==> src/shared/nand_host_consts.svh <==
// timing counts, register offsets, field positions and command codes of the flash host
`ifndef NAND_HOST_CONSTS_SVH
`define NAND_HOST_CONSTS_SVH

`define NH_CLK_MHZ 40
`define NH_T_RECOVERY_NS 10000
`define NH_T_STROBE_NS 50
`define NH_T_WB_NS 100
`define NH_SYNC_CYC 2
`define NH_RECOVERY_CYC ((`NH_T_RECOVERY_NS * `NH_CLK_MHZ + 999) / 1000)
`define NH_STROBE_CYC ((`NH_T_STROBE_NS * `NH_CLK_MHZ + 999) / 1000)
`define NH_WB_CYC ((`NH_T_WB_NS * `NH_CLK_MHZ + 999) / 1000)
`define NH_RD_LOW_CYC (`NH_STROBE_CYC + `NH_SYNC_CYC)

`define NH_ADDR_CMD 8'h00
`define NH_ADDR_CTRL 8'h04
`define NH_ADDR_STATUS 8'h08
`define NH_ADDR_ID 8'h0C

`define NH_CTRL_WREN_BIT 0
`define NH_CTRL_RESET 32'h00000000

`define NH_ST_BUSY_BIT 0
`define NH_ST_RECOV_BIT 1
`define NH_ST_READY_BIT 2
`define NH_ST_REFUSED_BIT 3
`define NH_ST_MULTI_BIT 4
`define NH_ST_MODE_LSB 5
`define NH_ST_BYTE_LSB 8
`define NH_OPSTAT_RESET 8'hC0

`define NH_IO_READY_BIT 6
`define NH_MASK_SINGLE 8'hC1
`define NH_MASK_MULTI 8'hDF

`define NH_CODE_STATUS 8'h70
`define NH_CODE_MSTATUS 8'h71
`define NH_CODE_IDENT 8'h90
`define NH_CODE_RESET 8'hFF
`define NH_CODE_READ 8'h00
`define NH_IDENT_ADDR 8'h00
`define NH_IDENT_MULTI 8'hC0
`define NH_IDENT_BYTES 4

`endif

==> src/shared/nand_host_pkg.sv <==
// types shared by the flash host controller
package nand_host_pkg;

  typedef enum logic [2:0] {
    OP_NONE = 3'b000,
    OP_STATUS = 3'b001,
    OP_MSTATUS = 3'b010,
    OP_IDENT = 3'b011,
    OP_RESET = 3'b100,
    OP_READ = 3'b101
  } op_type;

  typedef enum logic [1:0] {
    MODE_READ = 2'b00,
    MODE_IDLE = 2'b01,
    MODE_STATUS = 2'b10,
    MODE_IDENT = 2'b11
  } mode_type;

  typedef enum logic [3:0] {
    ST_IDLE = 4'b0000,
    ST_CMD_LO = 4'b0001,
    ST_CMD_HI = 4'b0010,
    ST_ADR_LO = 4'b0011,
    ST_ADR_HI = 4'b0100,
    ST_RD_LO = 4'b0101,
    ST_RD_HI = 4'b0110,
    ST_WAIT_WB = 4'b0111,
    ST_WAIT_RB = 4'b1000
  } state_type;

  typedef struct packed {
    logic chip_sel_n;
    logic cmd_latch;
    logic addr_latch;
    logic write_strobe_n;
    logic read_strobe_n;
    logic write_prot_n;
    logic io_oe;
    logic [7:0] io_out;
  } pins_out_type;

  typedef struct packed {
    logic dev_ready;
    logic [7:0] io_in;
  } pins_in_type;

endpackage : nand_host_pkg

==> src/logic/nand_host.sv <==
// APB-controlled host that issues status, identify, reset and read-pointer commands to a NAND flash
// How it works
// - device stays in status mode; host reissues read command before sequential data
// - multi-plane operations are polled with 71h, device returns per-plane results
// - host uses multi-plane pass/fail bits only once ready is reported
// - bits 1-4 are plane results under 71h only; host ignores them and bit 5 otherwise
// - identify is 90h, one zero address, then four bytes read out
// - fourth identify byte C0h means multi-plane; third byte is don't-care
// - host waits at least 10 us recovery after power before any command
// - host holds write-protect low through recovery and while the enable bit is clear; nothing senses power-down
// - program and erase start only after setup then confirm
`timescale 1ns/1ps
`include "nand_host_consts.svh"
module nand_host (
  input wire logic CLOCK,
  input wire logic RESETN,
  input wire logic PSEL,
  input wire logic PENABLE,
  input wire logic PWRITE,
  input wire logic [7:0] PADDR,
  input wire logic [31:0] PWDATA,
  output logic [31:0] PRDATA,
  output logic PREADY,
  output logic PSLVERR,
  input wire nand_host_pkg::pins_in_type NAND_IN,
  output nand_host_pkg::pins_out_type NAND_OUT
);

  nand_host_pkg::pins_in_type pin_sync;
  nand_host_pkg::state_type state_q;
  nand_host_pkg::state_type state_d;
  nand_host_pkg::op_type op_q;
  nand_host_pkg::op_type req_op;
  nand_host_pkg::mode_type mode_q;
  logic [3:0] cnt_q;
  logic [3:0] cnt_d;
  logic [1:0] byte_q;
  logic [1:0] byte_d;
  logic cnt_end;
  logic hold_poll;
  logic capture;
  logic [8:0] recov_q;
  logic recov_done;
  logic wren_q;
  logic refused_q;
  logic multi_q;
  logic [7:0] opstat_q;
  logic [31:0] ident_q;
  logic [31:0] prdata_q;
  logic pslverr_q;
  logic apb_wr;
  logic apb_setup;
  logic start;

  function automatic logic [3:0] phase_len(input nand_host_pkg::state_type s);
    case (s)
      nand_host_pkg::ST_RD_LO: phase_len = 4'(`NH_RD_LOW_CYC);
      nand_host_pkg::ST_WAIT_WB: phase_len = 4'(`NH_WB_CYC);
      default: phase_len = 4'(`NH_STROBE_CYC);
    endcase
  endfunction : phase_len

  function automatic logic [7:0] cmd_code(input nand_host_pkg::op_type op);
    case (op)
      nand_host_pkg::OP_STATUS: cmd_code = `NH_CODE_STATUS;
      nand_host_pkg::OP_MSTATUS: cmd_code = `NH_CODE_MSTATUS;
      nand_host_pkg::OP_IDENT: cmd_code = `NH_CODE_IDENT;
      nand_host_pkg::OP_RESET: cmd_code = `NH_CODE_RESET;
      default: cmd_code = `NH_CODE_READ;
    endcase
  endfunction : cmd_code

  // ready/busy is open-drain on the board; the pull-up lives outside
  nand_sync2 #(
    .WIDTH(9)
  ) u_sync (
    .clk(CLOCK),
    .rst_n(RESETN),
    .d(NAND_IN),
    .q(pin_sync)
  );

  assign apb_setup = PSEL && !PENABLE;
  assign apb_wr = PSEL && PENABLE && PWRITE;
  assign req_op = nand_host_pkg::op_type'(PWDATA[2:0]);

  // identify and read need the device ready; status and reset do not; other codes never start
  assign start = apb_wr && (PADDR == `NH_ADDR_CMD) && (state_q == nand_host_pkg::ST_IDLE) && recov_done &&
    (req_op == nand_host_pkg::OP_STATUS || req_op == nand_host_pkg::OP_MSTATUS ||
     req_op == nand_host_pkg::OP_RESET ||
     (pin_sync.dev_ready && (req_op == nand_host_pkg::OP_IDENT || req_op == nand_host_pkg::OP_READ)));

  // power-valid proxy: count from reset release before any command
  always_ff @(posedge CLOCK or negedge RESETN) begin
    if (!RESETN) begin
      recov_q <= 9'h000;
    end else if (!recov_done) begin
      recov_q <= recov_q + 9'h001;
    end
  end
  assign recov_done = (recov_q == 9'(`NH_RECOVERY_CYC));

  assign cnt_end = (cnt_q == phase_len(state_q) - 4'h1);
  // multi-plane poll keeps the strobe low; the device updates the byte live
  assign hold_poll = (op_q == nand_host_pkg::OP_MSTATUS) && !pin_sync.io_in[`NH_IO_READY_BIT];
  assign capture = (state_q == nand_host_pkg::ST_RD_LO) && cnt_end && !hold_poll;

  always_comb begin
    state_d = state_q;
    cnt_d = cnt_end ? 4'h0 : cnt_q + 4'h1;
    byte_d = byte_q;
    case (state_q)
      nand_host_pkg::ST_IDLE: begin
        cnt_d = 4'h0;
        byte_d = 2'b00;
        if (start) begin
          state_d = nand_host_pkg::ST_CMD_LO;
        end
      end
      nand_host_pkg::ST_CMD_LO: begin
        if (cnt_end) begin
          state_d = nand_host_pkg::ST_CMD_HI;
        end
      end
      nand_host_pkg::ST_CMD_HI: begin
        if (cnt_end) begin
          case (op_q)
            nand_host_pkg::OP_IDENT: state_d = nand_host_pkg::ST_ADR_LO;
            nand_host_pkg::OP_RESET: state_d = nand_host_pkg::ST_WAIT_WB;
            nand_host_pkg::OP_STATUS: state_d = nand_host_pkg::ST_RD_LO;
            nand_host_pkg::OP_MSTATUS: state_d = nand_host_pkg::ST_RD_LO;
            default: state_d = nand_host_pkg::ST_IDLE;
          endcase
        end
      end
      nand_host_pkg::ST_ADR_LO: begin
        if (cnt_end) begin
          state_d = nand_host_pkg::ST_ADR_HI;
        end
      end
      nand_host_pkg::ST_ADR_HI: begin
        if (cnt_end) begin
          state_d = nand_host_pkg::ST_RD_LO;
        end
      end
      nand_host_pkg::ST_RD_LO: begin
        if (cnt_end && hold_poll) begin
          cnt_d = cnt_q;
        end else if (cnt_end) begin
          state_d = nand_host_pkg::ST_RD_HI;
        end
      end
      nand_host_pkg::ST_RD_HI: begin
        if (cnt_end) begin
          if (op_q == nand_host_pkg::OP_IDENT && byte_q != 2'(`NH_IDENT_BYTES - 1)) begin
            state_d = nand_host_pkg::ST_RD_LO;
            byte_d = byte_q + 2'b01;
          end else begin
            state_d = nand_host_pkg::ST_IDLE;
          end
        end
      end
      nand_host_pkg::ST_WAIT_WB: begin
        if (cnt_end) begin
          state_d = nand_host_pkg::ST_WAIT_RB;
        end
      end
      nand_host_pkg::ST_WAIT_RB: begin
        cnt_d = 4'h0;
        if (pin_sync.dev_ready) begin
          state_d = nand_host_pkg::ST_IDLE;
        end
      end
      default: begin
        state_d = nand_host_pkg::ST_IDLE;
      end
    endcase
  end

  always_ff @(posedge CLOCK or negedge RESETN) begin
    if (!RESETN) begin
      state_q <= nand_host_pkg::ST_IDLE;
      cnt_q <= 4'h0;
      byte_q <= 2'b00;
    end else begin
      state_q <= state_d;
      cnt_q <= cnt_d;
      byte_q <= byte_d;
    end
  end

  always_ff @(posedge CLOCK or negedge RESETN) begin
    if (!RESETN) begin
      op_q <= nand_host_pkg::OP_NONE;
    end else if (start) begin
      op_q <= req_op;
    end
  end

  // device mode as last commanded, seen from outside
  always_ff @(posedge CLOCK or negedge RESETN) begin
    if (!RESETN) begin
      mode_q <= nand_host_pkg::MODE_READ;
    end else if (start) begin
      case (req_op)
        nand_host_pkg::OP_STATUS: mode_q <= nand_host_pkg::MODE_STATUS;
        nand_host_pkg::OP_MSTATUS: mode_q <= nand_host_pkg::MODE_STATUS;
        nand_host_pkg::OP_IDENT: mode_q <= nand_host_pkg::MODE_IDENT;
        nand_host_pkg::OP_RESET: mode_q <= nand_host_pkg::MODE_IDLE;
        default: mode_q <= nand_host_pkg::MODE_READ;
      endcase
    end
  end

  // pins are registered from the next state so strobes never glitch
  always_ff @(posedge CLOCK or negedge RESETN) begin
    if (!RESETN) begin
      NAND_OUT <= '{chip_sel_n: 1'b1, cmd_latch: 1'b0, addr_latch: 1'b0, write_strobe_n: 1'b1,
        read_strobe_n: 1'b1, write_prot_n: 1'b0, io_oe: 1'b0, io_out: 8'h00};
    end else begin
      NAND_OUT.chip_sel_n <= (state_d == nand_host_pkg::ST_IDLE) || (state_d == nand_host_pkg::ST_WAIT_WB) ||
        (state_d == nand_host_pkg::ST_WAIT_RB);
      NAND_OUT.cmd_latch <= (state_d == nand_host_pkg::ST_CMD_LO) || (state_d == nand_host_pkg::ST_CMD_HI);
      NAND_OUT.addr_latch <= (state_d == nand_host_pkg::ST_ADR_LO) || (state_d == nand_host_pkg::ST_ADR_HI);
      NAND_OUT.write_strobe_n <= !((state_d == nand_host_pkg::ST_CMD_LO) || (state_d == nand_host_pkg::ST_ADR_LO));
      NAND_OUT.read_strobe_n <= (state_d != nand_host_pkg::ST_RD_LO);
      NAND_OUT.write_prot_n <= wren_q && recov_done;
      NAND_OUT.io_oe <= (state_d >= nand_host_pkg::ST_CMD_LO) && (state_d <= nand_host_pkg::ST_ADR_HI);
      // op_q is loaded on the start edge itself, so the first command byte comes from the request
      NAND_OUT.io_out <= (state_d == nand_host_pkg::ST_ADR_LO || state_d == nand_host_pkg::ST_ADR_HI) ?
        `NH_IDENT_ADDR : cmd_code(state_q == nand_host_pkg::ST_IDLE ? req_op : op_q);
    end
  end

  always_ff @(posedge CLOCK or negedge RESETN) begin
    if (!RESETN) begin
      opstat_q <= `NH_OPSTAT_RESET;
      ident_q <= 32'h00000000;
      multi_q <= 1'b0;
    end else if (capture) begin
      case (op_q)
        nand_host_pkg::OP_STATUS: opstat_q <= pin_sync.io_in & `NH_MASK_SINGLE;
        nand_host_pkg::OP_MSTATUS: opstat_q <= pin_sync.io_in & `NH_MASK_MULTI;
        nand_host_pkg::OP_IDENT: begin
          // third byte is stored as zero, its content means nothing
          ident_q[byte_q*8 +: 8] <= (byte_q == 2'b10) ? 8'h00 : pin_sync.io_in;
          if (byte_q == 2'b11) begin
            multi_q <= (pin_sync.io_in == `NH_IDENT_MULTI);
          end
        end
        default: begin
        end
      endcase
    end
  end

  always_ff @(posedge CLOCK or negedge RESETN) begin
    if (!RESETN) begin
      wren_q <= 1'(`NH_CTRL_RESET);
    end else if (apb_wr && PADDR == `NH_ADDR_CTRL) begin
      wren_q <= PWDATA[`NH_CTRL_WREN_BIT];
    end
  end

  // every command write rewrites the flag: set if refused, cleared if accepted
  always_ff @(posedge CLOCK or negedge RESETN) begin
    if (!RESETN) begin
      refused_q <= 1'b0;
    end else if (apb_wr && PADDR == `NH_ADDR_CMD) begin
      refused_q <= !start;
    end
  end

  always_ff @(posedge CLOCK or negedge RESETN) begin
    if (!RESETN) begin
      prdata_q <= 32'h00000000;
      pslverr_q <= 1'b0;
    end else if (apb_setup) begin
      prdata_q <= 32'h00000000;
      pslverr_q <= 1'b0;
      if (PADDR == `NH_ADDR_CMD) begin
        prdata_q <= {29'h00000000, op_q};
      end else if (PADDR == `NH_ADDR_CTRL) begin
        prdata_q <= {31'h00000000, wren_q};
      end else if (PADDR == `NH_ADDR_STATUS) begin
        prdata_q[`NH_ST_BUSY_BIT] <= (state_q != nand_host_pkg::ST_IDLE);
        prdata_q[`NH_ST_RECOV_BIT] <= recov_done;
        prdata_q[`NH_ST_READY_BIT] <= pin_sync.dev_ready;
        prdata_q[`NH_ST_REFUSED_BIT] <= refused_q;
        prdata_q[`NH_ST_MULTI_BIT] <= multi_q;
        prdata_q[`NH_ST_MODE_LSB +: 2] <= mode_q;
        prdata_q[`NH_ST_BYTE_LSB +: 8] <= opstat_q;
      end else if (PADDR == `NH_ADDR_ID) begin
        prdata_q <= ident_q;
      end else begin
        pslverr_q <= 1'b1;
      end
    end
  end

  assign PRDATA = prdata_q;
  assign PSLVERR = pslverr_q;
  assign PREADY = 1'b1;

endmodule : nand_host

==> src/logic/nand_sync2.sv <==
// two flip-flop synchroniser for the flash pin inputs
`timescale 1ns/1ps
module nand_sync2 #(
  parameter int WIDTH = 9
) (
  input wire logic clk,
  input wire logic rst_n,
  input wire logic [WIDTH-1:0] d,
  output logic [WIDTH-1:0] q
);

  logic [WIDTH-1:0] meta_q;

  always_ff @(posedge clk or negedge rst_n) begin
    if (!rst_n) begin
      meta_q <= '0;
      q <= '0;
    end else begin
      meta_q <= d;
      q <= meta_q;
    end
  end

endmodule : nand_sync2

==> config.mk <==
export PLATFORM = sky130hd
export DESIGN_NAME = nand_host
export DESIGN_NICKNAME = d
export VERILOG_FILES = /design/src/shared/nand_host_pkg.sv /design/src/logic/nand_host.sv /design/src/logic/nand_sync2.sv
export VERILOG_INCLUDE_DIRS = /design/src /design/src/shared
export SDC_FILE = /design/constraint.sdc
export NUM_CORES = 1
export LEC_CHECK = 0
export ABC_AREA = 1
export BUFFER_PORTS_ARGS = -buffer_cell sky130_fd_sc_hd__buf_4
export CAP_MARGIN = 10
export CELL_PAD_IN_SITES_DETAIL_PLACEMENT = 1
export CELL_PAD_IN_SITES_GLOBAL_PLACEMENT = 2
export CORE_ASPECT_RATIO = 1.1
export CORE_UTILIZATION = 36
export DETAILED_ROUTE_END_ITERATION = 16
export PLACE_DENSITY = 0.83
export SLEW_MARGIN = 15
export SYNTH_ARGS = -nofsm -noshare
export SYNTH_HDL_FRONTEND = slang
export SYNTH_SLANG_ARGS = --single-unit
==> constraint.sdc <==
create_clock -name CLOCK -period 4.52 [get_ports CLOCK]
set_input_delay 1.13 -clock CLOCK [delete_from_list [all_inputs] [get_ports CLOCK]]
set_output_delay 1.13 -clock CLOCK [all_outputs]
set_load 0.005 [all_outputs]
### After elaboration in Yosys (flattened, before gate mapping)

Cells that the tools add are included.

* equal/unequal tests: 40
* $lt $le $gt $ge: 2
* reduce and logical (&&, ||, !) cells: 44
* $add $sub $neg: 5
* mux-type cells: 38
* shifts and indexed selects: 2

Operators by type and width (count)
* 32-bit 2-to-1 mux: 3
* 4-bit 2-to-1 mux: 12
* 4-bit case mux with 9 select lines: 1
* 5-bit negation with 34-bit output: 1
* 8-bit by 34-bit variable shift with 32-bit output (first input constant): 1
* 8-bit by 34-bit variable part select with 32-bit output: 1
* 32-bit bitwise mux: 1
* 8-bit case mux with 4 select lines: 1
* 4-bit by 3-bit equality test with 1-bit output (second input constant): 6
* 8-bit 2-to-1 mux: 3
* 3-bit by 2-bit equality test with 1-bit output (second input constant): 6
* 4-bit by 2-bit equality test with 1-bit output (second input constant): 4
* 8-bit by 4-bit equality test with 1-bit output (second input constant): 2
* 1-bit logical AND: 16
* 16-bit 2-to-1 mux: 1
* 8-bit case mux with 2 select lines: 1
* 3-bit equality test (second input constant): 4
* 9-bit by 1-bit adder with 9-bit output (second input constant): 1
* 3-bit by 1-bit equality test with 1-bit output (second input constant): 3
* 9-bit equality test (second input constant): 1
* 1-bit logical OR: 9
* 3-bit 2-to-1 mux: 3
* 3-bit case mux with 3 select lines: 1
* 4-bit by 1-bit equality test with 1-bit output (second input constant): 2
* 26 further kinds: 47

* bits in registers: 133

### Depth between registers and ports, before layout

* word-level depth: 11
* depth in mapped cells: 14
* mapped depth without buffers: 14

### Cells and area by module

Synthesis repeated with hierarchy kept, for this count alone.

* cell total of the unflattened synthesis: 649
* area total of the unflattened synthesis: 5754.3 sq um

Modules (own cells, without submodules)
* nand_host: cells each 631, seq. area each 2783.9 sq um, area each 5303.8 sq um, times used 1
* nand_sync2: cells each 18, seq. area each 450.4 sq um, area each 450.4 sq um, times used 1

### Worst setup path after synthesis

OpenSTA, ideal clock, no wires.

* kind: input-to-reg
* from: input PADDR[1]
* to: register NAND_OUT[4] in the netlist's numbering
* path slack: 2145 ps
* data required time: 4402 ps
* stages on the path: 10
* buffers on the path: 0
* arrival: 2257 ps
* cells stage by stage: nor2_1 > nand3_1 > nor3_1 > nand3_1 > nand2_1 > nor2_2 > nand2_4 > nand3_2 > nand2_4 > nor2_2

* word-level cells in the longest chain between the ends: 10
* elaborated cells between the ends (all ways): 11

Ends and longest elaborated chain
* start, declared: line nand_host.sv:20 `input wire logic [7:0] PADDR,`
* 8-bit logical NOT (no source line) *
* 1-bit logical AND * (4 in series): line nand_host.sv:88 `` assign start = apb_wr && (PADDR == `NH_ADDR_CMD) && (state_q == nand_host_pkg::ST_IDLE) && recov_done && ``
* 4-bit 2-to-1 mux *: line nand_host.sv:116 `if (start) begin`
* 4-bit case mux with 9 select lines *: line nand_host.sv:112 `case (state_q)`
* via state_d[0]: line nand_host.sv:31 `nand_host_pkg::state_type state_d;`
* 4-bit by 2-bit equality test with 1-bit output or 4-bit by 3-bit equality test with 1-bit output (tied branches): line nand_host.sv:230 `NAND_OUT.io_out <= (state_d == nand_host_pkg::ST_ADR_LO || state_d == nand_host_pkg::ST_ADR_HI) ?`
* 1-bit logical OR *: line nand_host.sv:230
* 8-bit 2-to-1 mux *: line nand_host.sv:230
* end signal, assigned: line nand_host.sv:218 `NAND_OUT <= '{chip_sel_n: 1'b1, cmd_latch: 1'b0, addr_latch: 1'b0, write_strobe_n: 1'b1,`
* end, declared: line nand_host.sv:26 `output nand_host_pkg::pins_out_type NAND_OUT`

Mark *: on every way through the listed nets, which the timed path passes. The rest lies on a longest branch.
A chain may end at the register's enable or synchronous reset.

### Worst setup path after layout

* from: input PADDR[1]
* to: register NAND_OUT[0] in the netlist's numbering

Same word-level chain as after synthesis.

==> impl_metrics.yaml <==
run_status:
  status: "complete, no violations"
floorplan:
  fp.dieW_um: 124
  die_h_um: 136
  core_area_sq_um: 15800
  initial_utilization: 0.371
  rows: 48
  die_area_sq_um: 16800
  num_io_pins: 103
synth:
  syn_area_sq_um: 5860
  seq_area_frac_synth: 0.552
  ys_types: 43
  ys_warn_count: 0
  synth.avg_cell_area_sq_um: 8.87
  synth_edf_count: 0
  synth-seq-cells: 129
  syn_inst: 661
  async_flop_share: 1.00
  ys.flop_type: "dfrtp_1"
  synth_nets: 725
cts:
  cts.clk_slew.worst_paths_ns: 0.05
  numCtsBuffers: 17
  post_cts_resized: 0
  clkSinkCount: 129
  hold_buffers: 0
  post_cts_buffers: 0
  htree_num_levels: 4
  cts_tree: "done"
  clk_latency_ns: 0.42
  cts-root-buf: "clkbuf_16"
  cts_max_path_buffers: 2
global_routing:
  grt_max_degree: 80
  grt_antenna_before_repair: 0
  track_usage: 0.182
  grt_pass1_vias: 4663
  grt-ovfl-total: 0
  grt_pass1_wl_um: 23300
setup_path:
  critical_path_peak_fanout: 8
  r2r_start: "recov_q[0]$_DFFE_PN0P_"
  r2r_cells: 13
  cpLargestDelayFamily: "simple AND/OR/NAND/NOR gates"
  end_kind: "flip-flop"
  worst_path_max_delay_cell: "nor3_1"
  required_ns: 4.83
  r2r_setup_slack_ns: 2.31
  crit_path_start_kind: "primary input"
  cp_cell_sequence: "buf_4 -> nor2_1 -> nand3_1 -> nor3_1 -> nand3_1 -> nand2_1 -> nor2_2 -> nand2_4 -> nand3_2 -> nand2_4 -> nor2_2"
  regToRegEndpoint: "NAND_OUT[0]$_DFF_PN0_"
  cp-startpoint: "PADDR[1]"
  path_class: "primary input to flip-flop"
  worstPathBufferInverterCount: 1
  crit_end: "NAND_OUT[0]$_DFF_PN0_"
  path_depth: 11
  cp.arrival_ns: 2.73
  critical_path.max_stage_delay_ns: 0.27
routing:
  routedWlPerCell_um: 14.5
  drt-vias-per-instance: 4.74
  drtAntennaViolNets: 0
  dr.pass1.iters: 4
  wl_um: 13800
  drcViolationCount: 0
  drt_iter0_markers: 206
  vias: 4502
hold_path:
  min_path_type: "flip-flop to flip-flop"
timing:
  slew_headroom: 0.310
  period_needed_ns: 2.42
  finalMaxSlewViolations: 0
  fin_skew_ns: 0.00623
  max_freq_mhz: 413
  finalSetupViolations: 0
  rsz0062_at_grt: "no"
  tightest_slew_ns: 1.03
  hold_viol: 0
  finalCritPeriodShare: 0.535
  finalSetupTns_ns: 0
cells_and_area:
  n_antenna_cell: 0
  fillers: 1861
  fin_area_sq_um: 7230
  drive_above_1_share: 0.223
  area_growth_pct: 23.3
  fin_nets: 801
place:
  place_area_sq_um: 6580
  portBuffers: 72
  hpwl_um: 9740
  place.gp.congestion: 0.816
power:
  leakage_nw: 3.77
  ir_worst_vdd_mv: 0.258
  power_density_nw_per_um2: 384
  total_power_mw: 2.78
flow_run:
  max_cap_violations: 0
## worst register-to-register path, cell delays in order, from the launching register on
cell,delay [ns]
dfrtp_1,0.40
inv_1,0.11
ha_1,0.16
inv_1,0.04
nor3_1,0.16
nand2_1,0.07
nor2_1,0.30
nand3_1,0.26
nand2_1,0.15
nor2_2,0.06
nand2_4,0.11
nand3_2,0.11
nand2_4,0.13
nor2_2,0.04
## kinds of logic (layout without fill, tap and decap cells)
| logic type | after synthesis | in the layout | share of synthesized area |
|---|---|---|---|
| simple gates | 329 | 329 | 0.256 |
| flops | 129 | 129 | 0.552 |
| buf+inv | 104 | 192 | 0.0740 |
| compound gates | 78 | 78 | 0.0815 |
| fa+ha+maj | 10 | 10 | 0.0213 |
| xor+xnor | 9 | 9 | 0.0134 |
| other cells | 1 | 1 | 0.000639 |
| mux | 1 | 1 | 0.00192 |
## synth_stat cells (2+ instances only)
cell type  instances  area, sq um
xor2_1             7         61.3
o21ai_1            3         15.0
buf_4              5         37.5
nand3_4            2         35.0
nor2_1            30          113
nor3_2             2         20.0
o22ai_1            4         25.0
nand3_2            2         20.0
ha_1              10          125
o21ai_2           16          140
dfrtp_1          124         3100
nor4_1             2         12.5
clkbuf_1           7         26.3
inv_1             78          293
o21ai_0           39          195
inv_2              7         26.3
nor3_1             7         35.0
dfstp_2            5          131
nor2_2             9         56.3
buf_1              2         7.51
nand4_1            6         37.5
nand3_1           46          230
a21oi_1            9         45.0
buf_2              2         10.0
xnor2_1            2         17.5
nand2_4            6         67.6
buf_6              3         33.8
nand2_2            7         43.8
nand2_1          205          769
## placed cells by master, fill, tap and decap left out, types with 10 or more instances in the layout
cell type | synthesis | layout
nand2_1 | 205 | 205
inv_1 | 78 | 78
o21ai_2 | 16 | 16
dfrtp_1 | 124 | 124
nor2_1 | 30 | 30
ha_1 | 10 | 10
buf_4 | 5 | 75
o21ai_0 | 39 | 39
nand3_1 | 46 | 46
clkbuf_16 | 0 | 17
## per-layer routing
metal | wire [um] | track usage
met5 | 0 | 0
met4 | 217 | 0.0770
met3 | 490 | 0.0386
met2 | 6610 | 0.288
met1 | 6480 | 0.241
## worst min path at each step
stage / start / slack (ns) / depth (start not counted) / endpoint
6_report: u_sync.meta_q[1]$_DFF_PN0_ / 0.35 / 0 / u_sync.q[1]$_DFF_PN0_
5_1_grt: u_sync.meta_q[6]$_DFF_PN0_ / 0.35 / 0 / u_sync.q[6]$_DFF_PN0_
4_1_cts: u_sync.meta_q[1]$_DFF_PN0_ / 0.35 / 0 / u_sync.q[1]$_DFF_PN0_
3_5_place_dp: u_sync.meta_q[1]$_DFF_PN0_ / 0.34 / 0 / u_sync.q[1]$_DFF_PN0_
3_3_place_gp: u_sync.meta_q[2]$_DFF_PN0_ / 0.34 / 0 / u_sync.q[2]$_DFF_PN0_
2_1_floorplan: u_sync.meta_q[0]$_DFF_PN0_ / 0.33 / 0 / u_sync.q[0]$_DFF_PN0_
## state kept, by name, summed over array words and instances (netlist names)
| signal | count |
|---|---|
| PRDATA | 32 |
| cnt_q | 4 |
| op_q | 3 |
| recov_q | 9 |
| multi_q | 1 |
| mode_q | 2 |
| u_sync.meta_q | 9 |
| refused_q | 1 |
| state_q | 4 |
| opstat_q | 7 |
| ident_q | 32 |
| u_sync.q | 9 |
| wren_q | 1 |
| NAND_OUT | 12 |
| PSLVERR | 1 |
| byte_q | 2 |
## cell type report
class | instances | area (sq um) | area share
Sequential cell | 129 | 3230 | 0.447
Multi-Input combinational cell | 428 | 2200 | 0.304
Timing Repair Buffer | 76 | 583 | 0.0806
Clock buffer | 19 | 443 | 0.0613
Inverter | 85 | 319 | 0.0441
Tap cell | 200 | 250 | 0.0346
Clock inverter | 12 | 205 | 0.0284
## report_power, final
part	leakage [nW]	internal [mW]	switching (mW)	total, mW
sequential	1.71	1.17	0.00988	1.18
clock	0.310	0.993	0.518	1.51
combinational	1.76	0.0335	0.0543	0.0878
## metrics by stage
step / hold slack, ns / worst slack (ns) / util / std cells
floorplan: 0.331 / 2.15 / - / 661
global placement: 0.336 / 1.70 / 0.417 / 918
detailed placement: 0.336 / 1.65 / 0.417 / 918
CTS: 0.349 / 2.09 / 0.458 / 949
global route: 0.352 / 1.80 / 0.458 / 949
finish: 0.349 / 2.10 / 0.458 / 949
(Power assumes the default switching activity.)
